**src/shared/i2c_status_pkg.sv**
```systemverilog
/*
 * shared constants and carriers for the i2c slave status-flag block.
 * assumes a front end that turns scl/sda activity into one-cycle event pulses.
 */
package i2c_status_pkg;
	localparam int ADDR_W = 32;
	localparam int DATA_W = 32;
	localparam int NUM_IDS = 4;
	localparam logic [31:0] SLAVE_STATUS_OFS = 32'hffff092c;
	localparam logic [31:0] SLAVE_CONTROL_OFS = 32'hffff0928;
	localparam logic [31:0] ALT_ID_OFS = 32'hffff0930;
	localparam logic [31:0] SLAVE_ID0_OFS = 32'hffff0940;
	localparam logic [15:0] SLAVE_STATUS_RST = 16'h0000;
	localparam logic [7:0] CONTROL_RST = 8'h00;
	localparam logic [6:0] ID_RST = 7'h00;
	localparam logic [7:0] ALT_RST = 8'h00;
	// status bit positions
	localparam int ST_START_BIT = 14;
	localparam int ST_REPS_BIT = 13;
	localparam int ST_ID_LSB = 11;
	localparam int ST_STOP_BIT = 10;
	localparam int ST_GCT_LSB = 8;
	localparam int ST_GC_BIT = 7;
	// control bit positions
	localparam int CT_GC_EN_BIT = 2;
	localparam int CT_HWGC_EN_BIT = 3;
	localparam int CT_STOP_IRQ_BIT = 4;
	localparam int CT_GC_CLR_BIT = 5;
	localparam logic [7:0] CT_RW_MASK = 8'h1c;
	// special bytes on the bus
	localparam logic [7:0] GC_ADDR = 8'h00;
	localparam logic [7:0] START_BYTE = 8'h01;
	localparam logic [7:0] GC_RESET_CMD = 8'h06;
	localparam logic [7:0] GC_PROG_CMD = 8'h04;
	// general call type codes
	localparam logic [1:0] GCT_NONE = 2'h0;
	localparam logic [1:0] GCT_RESET = 2'h1;
	localparam logic [1:0] GCT_PROG = 2'h2;
	localparam logic [1:0] GCT_ALT = 2'h3;

	typedef struct packed {
		logic start;
		logic rep_start;
		logic stop;
		logic addr_valid;
		logic data_valid;
		logic [7:0] rx_byte;
	} bus_evt_t;

	typedef enum logic [1:0] {
		GC_IDLE = 2'b01,
		GC_WAIT = 2'b10
	} gc_state_t;
endpackage

```
**src/design/i2c_slave_status_flags.sv**
```systemverilog
/*
 * status-flag logic of an i2c slave: start/repeated-start, id match,
 * stop-after-match, general-call classification and general-call reset.
 * assumes bus events arrive as synchronous one-cycle pulses and that
 * software uses a plain register port with read data one cycle later.
 */
// Our own choice: the address-and-strobe port.
// Operation
// - start flag on match, start byte, general call
// - stop clears start and repeated-start flags
// - repeated start sets repeated-start flag
// - status read clears repeated-start flag
// - bits 12:11 give matched id index
// - stop after matched start sets stop flag
// - stop flag raises interrupt when enabled
// - status read clears stop flag
// - general call type coded in bits 9:8
// - general call reset keeps type field
// - clear bit write clears type field
// - any general call sets general call flag
// - general call reset restores register defaults
// - hardware general call byte goes to fifo
// - 0x06 resets, 0x04 only flags reprogramming
// - alternate id match is hardware general call
// - clear bit write clears general call flag
module i2c_slave_status_flags #(
	parameter int ADDR_W = i2c_status_pkg::ADDR_W,
	parameter int DATA_W = i2c_status_pkg::DATA_W
) (
	input wire logic clk_in,
	input wire logic rst_n_in,
	input wire i2c_status_pkg::bus_evt_t evt_in,
	input wire logic [ADDR_W-1:0] reg_addr_in,
	input wire logic [DATA_W-1:0] reg_wdata_in,
	input wire logic reg_wr_in,
	input wire logic reg_rd_in,
	output logic [DATA_W-1:0] reg_rdata_out,
	output logic stop_irq_out,
	output logic rx_push_out,
	output logic [7:0] rx_byte_out,
	output logic gc_reset_out
);
	localparam int N = i2c_status_pkg::NUM_IDS;

	logic start_q;
	logic reps_q;
	logic [1:0] id_q;
	logic stop_q;
	logic [1:0] gct_q;
	logic gc_q;
	logic matched_q;
	logic [7:0] ctrl_q;
	logic [6:0] id_reg_q [N];
	logic [7:0] alt_q;
	logic [DATA_W-1:0] rdata_q;
	logic rx_push_q;
	logic [7:0] rx_byte_q;
	logic gc_reset_q;
	i2c_status_pkg::gc_state_t gc_st_q;

	logic [15:0] status;
	logic [N-1:0] hit;
	logic any_hit;
	logic [1:0] hit_idx;
	logic gc_en;
	logic hwgc_en;
	logic gc_addr;
	logic start_byte;
	logic gc_byte;
	logic gc_rst_cmd;
	logic gc_prog_cmd;
	logic gc_alt_cmd;
	logic soft_rst;
	logic rd_status;
	logic wr_ctrl;
	logic gc_clr;

	assign gc_en = ctrl_q[i2c_status_pkg::CT_GC_EN_BIT];
	assign hwgc_en = ctrl_q[i2c_status_pkg::CT_HWGC_EN_BIT];
	assign rd_status = reg_rd_in && reg_addr_in == i2c_status_pkg::SLAVE_STATUS_OFS;
	assign wr_ctrl = reg_wr_in && reg_addr_in == i2c_status_pkg::SLAVE_CONTROL_OFS;
	assign gc_clr = wr_ctrl && reg_wdata_in[i2c_status_pkg::CT_GC_CLR_BIT];

	// address compare: 7-bit id against the upper bits of the address byte
	generate
		for (genvar i = 0; i < N; i++) begin : g_match
			assign hit[i] = evt_in.addr_valid && evt_in.rx_byte[7:1] == id_reg_q[i];
		end
	endgenerate

	always_comb begin
		hit_idx = 2'h0;
		for (int i = N - 1; i >= 0; i--) begin
			if (hit[i]) begin
				hit_idx = 2'(i);
			end
		end
	end

	assign any_hit = |hit;
	assign gc_addr = evt_in.addr_valid && gc_en && evt_in.rx_byte == i2c_status_pkg::GC_ADDR;
	assign start_byte = evt_in.addr_valid && evt_in.rx_byte == i2c_status_pkg::START_BYTE;
	assign gc_byte = evt_in.data_valid && gc_st_q == i2c_status_pkg::GC_WAIT;
	assign gc_rst_cmd = gc_byte && evt_in.rx_byte == i2c_status_pkg::GC_RESET_CMD;
	assign gc_prog_cmd = gc_byte && evt_in.rx_byte == i2c_status_pkg::GC_PROG_CMD;
	// hardware general call only with both enables and an alternate id hit
	assign gc_alt_cmd = gc_byte && hwgc_en && !gc_rst_cmd && !gc_prog_cmd
		&& evt_in.rx_byte == alt_q;
	assign soft_rst = gc_rst_cmd;

	// reserved bit and the lower flags left to other logic read zero
	assign status = {1'b0, start_q, reps_q, id_q, stop_q, gct_q, gc_q, 7'h00};

	// general call sequencing: address 0x00 then one command byte
	always_ff @(posedge clk_in) begin
		if (!rst_n_in || soft_rst || evt_in.stop) begin
			gc_st_q <= i2c_status_pkg::GC_IDLE;
		end else if (gc_addr) begin
			gc_st_q <= i2c_status_pkg::GC_WAIT;
		end else if (evt_in.data_valid || evt_in.start || evt_in.rep_start) begin
			gc_st_q <= i2c_status_pkg::GC_IDLE;
		end
	end

	// start flag and id index
	always_ff @(posedge clk_in) begin
		if (!rst_n_in || soft_rst) begin
			start_q <= 1'b0;
			id_q <= 2'h0;
			matched_q <= 1'b0;
		end else if (evt_in.stop) begin
			start_q <= 1'b0;
			matched_q <= 1'b0;
		end else if (any_hit || start_byte || gc_addr) begin
			start_q <= 1'b1;
			matched_q <= 1'b1;
			if (any_hit) begin
				id_q <= hit_idx;
			end
		end
	end

	// repeated start: the bus event beats a simultaneous read clear
	always_ff @(posedge clk_in) begin
		if (!rst_n_in || soft_rst) begin
			reps_q <= 1'b0;
		end else if (evt_in.stop) begin
			reps_q <= 1'b0;
		end else if (evt_in.rep_start) begin
			reps_q <= 1'b1;
		end else if (rd_status) begin
			reps_q <= 1'b0;
		end
	end

	// stop after a matched start
	always_ff @(posedge clk_in) begin
		if (!rst_n_in || soft_rst) begin
			stop_q <= 1'b0;
		end else if (evt_in.stop && matched_q) begin
			stop_q <= 1'b1;
		end else if (rd_status) begin
			stop_q <= 1'b0;
		end
	end

	// level interrupt: follows the flag while enabled, so reading clears it
	assign stop_irq_out = stop_q && ctrl_q[i2c_status_pkg::CT_STOP_IRQ_BIT];

	// type field survives the general call reset, only a clear write empties it
	always_ff @(posedge clk_in) begin
		if (!rst_n_in) begin
			gct_q <= i2c_status_pkg::GCT_NONE;
		end else if (gc_rst_cmd) begin
			gct_q <= i2c_status_pkg::GCT_RESET;
		end else if (gc_prog_cmd) begin
			gct_q <= i2c_status_pkg::GCT_PROG;
		end else if (gc_alt_cmd) begin
			gct_q <= i2c_status_pkg::GCT_ALT;
		end else if (gc_clr) begin
			gct_q <= i2c_status_pkg::GCT_NONE;
		end
	end

	// general call flag; the command that resets still leaves it set
	always_ff @(posedge clk_in) begin
		if (!rst_n_in) begin
			gc_q <= 1'b0;
		end else if (gc_byte) begin
			gc_q <= 1'b1;
		end else if (gc_clr || soft_rst) begin
			gc_q <= 1'b0;
		end
	end

	// second byte of a hardware general call pushed to the receive fifo
	always_ff @(posedge clk_in) begin
		if (!rst_n_in) begin
			rx_push_q <= 1'b0;
			rx_byte_q <= 8'h00;
			gc_reset_q <= 1'b0;
		end else begin
			rx_push_q <= gc_alt_cmd;
			gc_reset_q <= soft_rst;
			if (gc_alt_cmd) begin
				rx_byte_q <= evt_in.rx_byte;
			end
		end
	end

	assign rx_push_out = rx_push_q;
	assign rx_byte_out = rx_byte_q;
	assign gc_reset_out = gc_reset_q;

	// software registers; all return to default on a general call reset
	always_ff @(posedge clk_in) begin
		if (!rst_n_in || soft_rst) begin
			ctrl_q <= i2c_status_pkg::CONTROL_RST;
			alt_q <= i2c_status_pkg::ALT_RST;
			for (int i = 0; i < N; i++) begin
				id_reg_q[i] <= i2c_status_pkg::ID_RST;
			end
		end else if (reg_wr_in) begin
			if (wr_ctrl) begin
				ctrl_q <= reg_wdata_in[7:0] & i2c_status_pkg::CT_RW_MASK;
			end
			if (reg_addr_in == i2c_status_pkg::ALT_ID_OFS) begin
				alt_q <= reg_wdata_in[7:0];
			end
			for (int i = 0; i < N; i++) begin
				if (reg_addr_in == i2c_status_pkg::SLAVE_ID0_OFS + 32'(4 * i)) begin
					id_reg_q[i] <= reg_wdata_in[6:0];
				end
			end
		end
	end

	// read port: one cycle latency, unmapped addresses return zero
	always_ff @(posedge clk_in) begin
		if (!rst_n_in) begin
			rdata_q <= '0;
		end else if (reg_rd_in) begin
			rdata_q <= '0;
			if (rd_status) begin
				rdata_q <= DATA_W'(status);
			end else if (reg_addr_in == i2c_status_pkg::SLAVE_CONTROL_OFS) begin
				rdata_q <= DATA_W'(ctrl_q);
			end else if (reg_addr_in == i2c_status_pkg::ALT_ID_OFS) begin
				rdata_q <= DATA_W'(alt_q);
			end
			for (int i = 0; i < N; i++) begin
				if (reg_addr_in == i2c_status_pkg::SLAVE_ID0_OFS + 32'(4 * i)) begin
					rdata_q <= DATA_W'(id_reg_q[i]);
				end
			end
		end else begin
			rdata_q <= '0;
		end
	end

	assign reg_rdata_out = rdata_q;
endmodule

```
**config.mk**
```make
export PLATFORM = sky130hd
export DESIGN_NAME = i2c_slave_status_flags
export DESIGN_NICKNAME = d
export VERILOG_FILES = /design/src/shared/i2c_status_pkg.sv /design/src/design/i2c_slave_status_flags.sv
export SDC_FILE = /design/constraint.sdc
export NUM_CORES = 1
export LEC_CHECK = 0
export ABC_CLOCK_PERIOD_IN_PS = 2550
export BUFFER_PORTS_ARGS = -buffer_cell sky130_fd_sc_hd__buf_4
export CORE_UTILIZATION = 25
export DETAILED_ROUTE_END_ITERATION = 8
export PLACE_DENSITY = 0.46
export SLEW_MARGIN = 40
export SYNTH_ARGS = -nofsm -noshare
export SYNTH_HDL_FRONTEND = slang
export SYNTH_SLANG_ARGS = --single-unit
```
**constraint.sdc**
```tcl
create_clock -name clk_in -period 2.55 [get_ports clk_in]
set_input_delay 0 -clock clk_in [delete_from_list [all_inputs] [get_ports clk_in]]
set_output_delay 0 -clock clk_in [all_outputs]
set_load 0.02 [all_outputs]
```
==> results.cfg <==
[yosys]
seq_area_frac_synth_pct = 43.9
async_flop_share_pct = 0
ys_seq_elements = 74
synthTopCellsByArea = dfxtp_1 23%, edfxtp_1 21%, xnor2_1 5.0%
synth.most_common_cell = nand2_1
yosysTopAreaCell = dfxtp_1
netlist_top_cells_count = 52 x nand2_1, 46 x dfxtp_1, 39 x nor2_1, 28 x edfxtp_1, 23 x xnor2_1
mappedNetlistArea_mm2 = 0.00401
synth_cell_type_count = 56
avgSynthCellArea_um2 = 9.58
syn_inst = 419
yosysWarningCount = 0
synth_edf_count = 28
synth_top_cell_area_share_pct = 22.9
ys.flop_type = dfxtp_1

[clock_tree]
cts_tree = yes
worstSkewPairLatency_ns = 0.34
path_clk_slew_ns = 0.05
htree_levels = 3
clock_sinks = 74
cts_root_buf = clkbuf_16
cts_inserted_buffers = 9
clk_path_buf_depth = 2

[timing]
setup_violations = 0
slew_headroom_pct = 54.9
whs_ns = 0.00450
rsz0062_at_grt = no
hold_violations = 0
clock.fmax_mhz = 413
layout_setup_ws_ns = 0.127
tightest_slew_ns = 0.674
finalCritPeriodShare_pct = 95.0
finClkSkew_ns = 0.00554
tns_ns = 0
maxSlewViolCount = 0
period_minus_slack_ns = 2.42

[critical_path]
crit_arrival_ns = 2.65
path_class = input pin to flip-flop
required_ns = 2.77
cp-start-kind = input pin
critPathCaptureType = flip-flop
critPathMaxFanout = 40

[die]
initial_core_util_pct = 26.0
dieArea_mm2 = 0.0166
die_h_um = 129
rows = 45
core_mm2 = 0.0154
ios = 124
die_w_um = 129

[final_layout]
syn_to_final_growth_pct = 29.7
fin_nets = 591
num_antenna_cells = 0
instances_no_fill = 726
drive_gt1_share_pct = 24.5
post-route-util_pct = 33.7

[pwr]
cell_internal_pwr_mw = 2.18
p_leak_nw = 1.95
p_comb_share_pct = 11.1
power_density_mw_per_mm2 = 546
switching_share_pct = 23.2
ir_worst_vdd_v = 0.000314
clkPwrFrac_pct = 44.2
p_sw_mw = 0.660
seqPwrFrac_pct = 44.7

[grt]
grt_pass1_vias = 3207
grt-ovfl-total = 0
grt_usage_pct = 14.9
antenna_found_initial = 0
grt_max_degree = 41
grt_first_pass_wirelength_mm = 18.2

[outcome]
status = finished, final reports clean

[routing]
wl_mm = 11.8
detail_route.wl_per_cell_um = 16.3
first_pass_iters = 4
vias = 3306
drtAntennaViolNets = 0
drc = 0
vias_per_cell = 4.55
first_iter_violations = 200

[worst_hold_path]
hold_class = input pin to flip-flop

[placed_design]
gp_congestion = 0.840
hpwl_mm = 8.90
port_buffers = 82
post-place-ws_ns = 0.360
dp.cells = 692

[job]
max_cap_viol_count = 0
==> stage by stage <==
step	cell area, µm²	power (mW)
final	5210	2.84
after global routing	5210	2.96
after CTS	5210	2.88
after global placement	4730	1.59
after floorplan	4070	1.48
after detailed placement	4730	1.60
==> worst max-delay path: stages <==
cell           delay, ns
dlygate4sd3_1       0.54
buf_4               0.19
or4_4               0.56
nand4bb_4           0.29
o21ai_2             0.19
buf_12              0.23
a211oi_1            0.07
dlygate4sd3_1       0.55
==> layout by cell type (no fill, tap or decap), drive strengths merged, types with 3 or more instances in the layout <==
cell type     n
nand3        13
xor2         13
dlygate4sd3  18
xnor2        23
nor3         19
o2bb2ai       4
buf          91
nand4        12
o21a          3
nor2b         9
and2          8
o21ai        11
and4          3
inv           8
mux4          3
a31oi         3
nor3b         3
mux2i        19
dfxtp        46
edfxtp       28
conb         17
nor4         12
clkbuf       13
nor2         39
a21oi        11
or4           3
a22oi         4
nand2        53
==> cells by family (layout without fill, tap and decap cells) <==
group                     count (synthesis)  count (layout)  share of synthesized area (%)
and+or+nand+nor                         187             187                           25.9
DFF                                      74              74                           43.9
buffers and inverters                    53             133                           8.23
AOI/OAI and AO/OA                        46              46                           7.61
xor gates and xnor gates                 36              36                           7.86
muxes                                    22              22                           6.42
other                                     1              17                         0.0935
==> what timing repair did <==
action,in CTS,in global routing
hold endpoints to repair,25,0
hold buffers,18,0
resized for setup,0,0
buffers inserted,0,0
==> metal layers <==
metal  vias to the layer above  GRT usage (%)  share of wire, %
met5                         -              0                 0
met4                         0           5.26               1.8
met3                        17           3.28               4.9
li1                       1623              -                 -
met1                      1577           18.7                45
met2                        89           25.1                48
==> area by class of cell <==
cell class              count  area (µm²)
well taps                 211         264
fillers                  1634       10200
repair buffers            109         876
clock inverters             3        40.0
clock buffers              13         254
inverters                   8        30.0
flip-flops and latches     74        1760
multi-input cells         308        1980
==> worst paths after layout <==
kind / startpoint / to / slack (ns) / depth (start not counted)
max: evt_in[4] / reps_q / 0.13 / 8
min: evt_in[7] / rx_byte_out[7] / 0.005 / 3
max reg2reg: gc_st_q[0] / rx_byte_out[0] / 0.43 / 5
min reg2reg: rx_byte_out[3] / rx_byte_out[3] / 0.46 / 2
==> state kept, by name, indices dropped and copies added, names as in the netlist <==
| signal | cells |
|---|---|
| alt_q | 8 |
| ctrl_q | 3 |
| gc_q | 1 |
| gc_reset_out | 1 |
| gc_st_q | 2 |
| gct_q | 2 |
| id_q | 2 |
| id_reg_q | 28 |
| matched_q | 1 |
| reg_rdata_out | 15 |
| reps_q | 1 |
| rx_byte_out | 8 |
| rx_push_out | 1 |
| stop_q | 1 |
==> power groups by stage <==
stage	clock network [mW]	registers, mW	logic [mW]
floorplan	0	1.29	0.191
global placement	0	1.30	0.294
detailed placement	0	1.30	0.297
CTS	1.29	1.27	0.318
global route	1.34	1.28	0.343
finish	1.26	1.27	0.316
No activity file was read; power rests on OpenSTA's default activity.
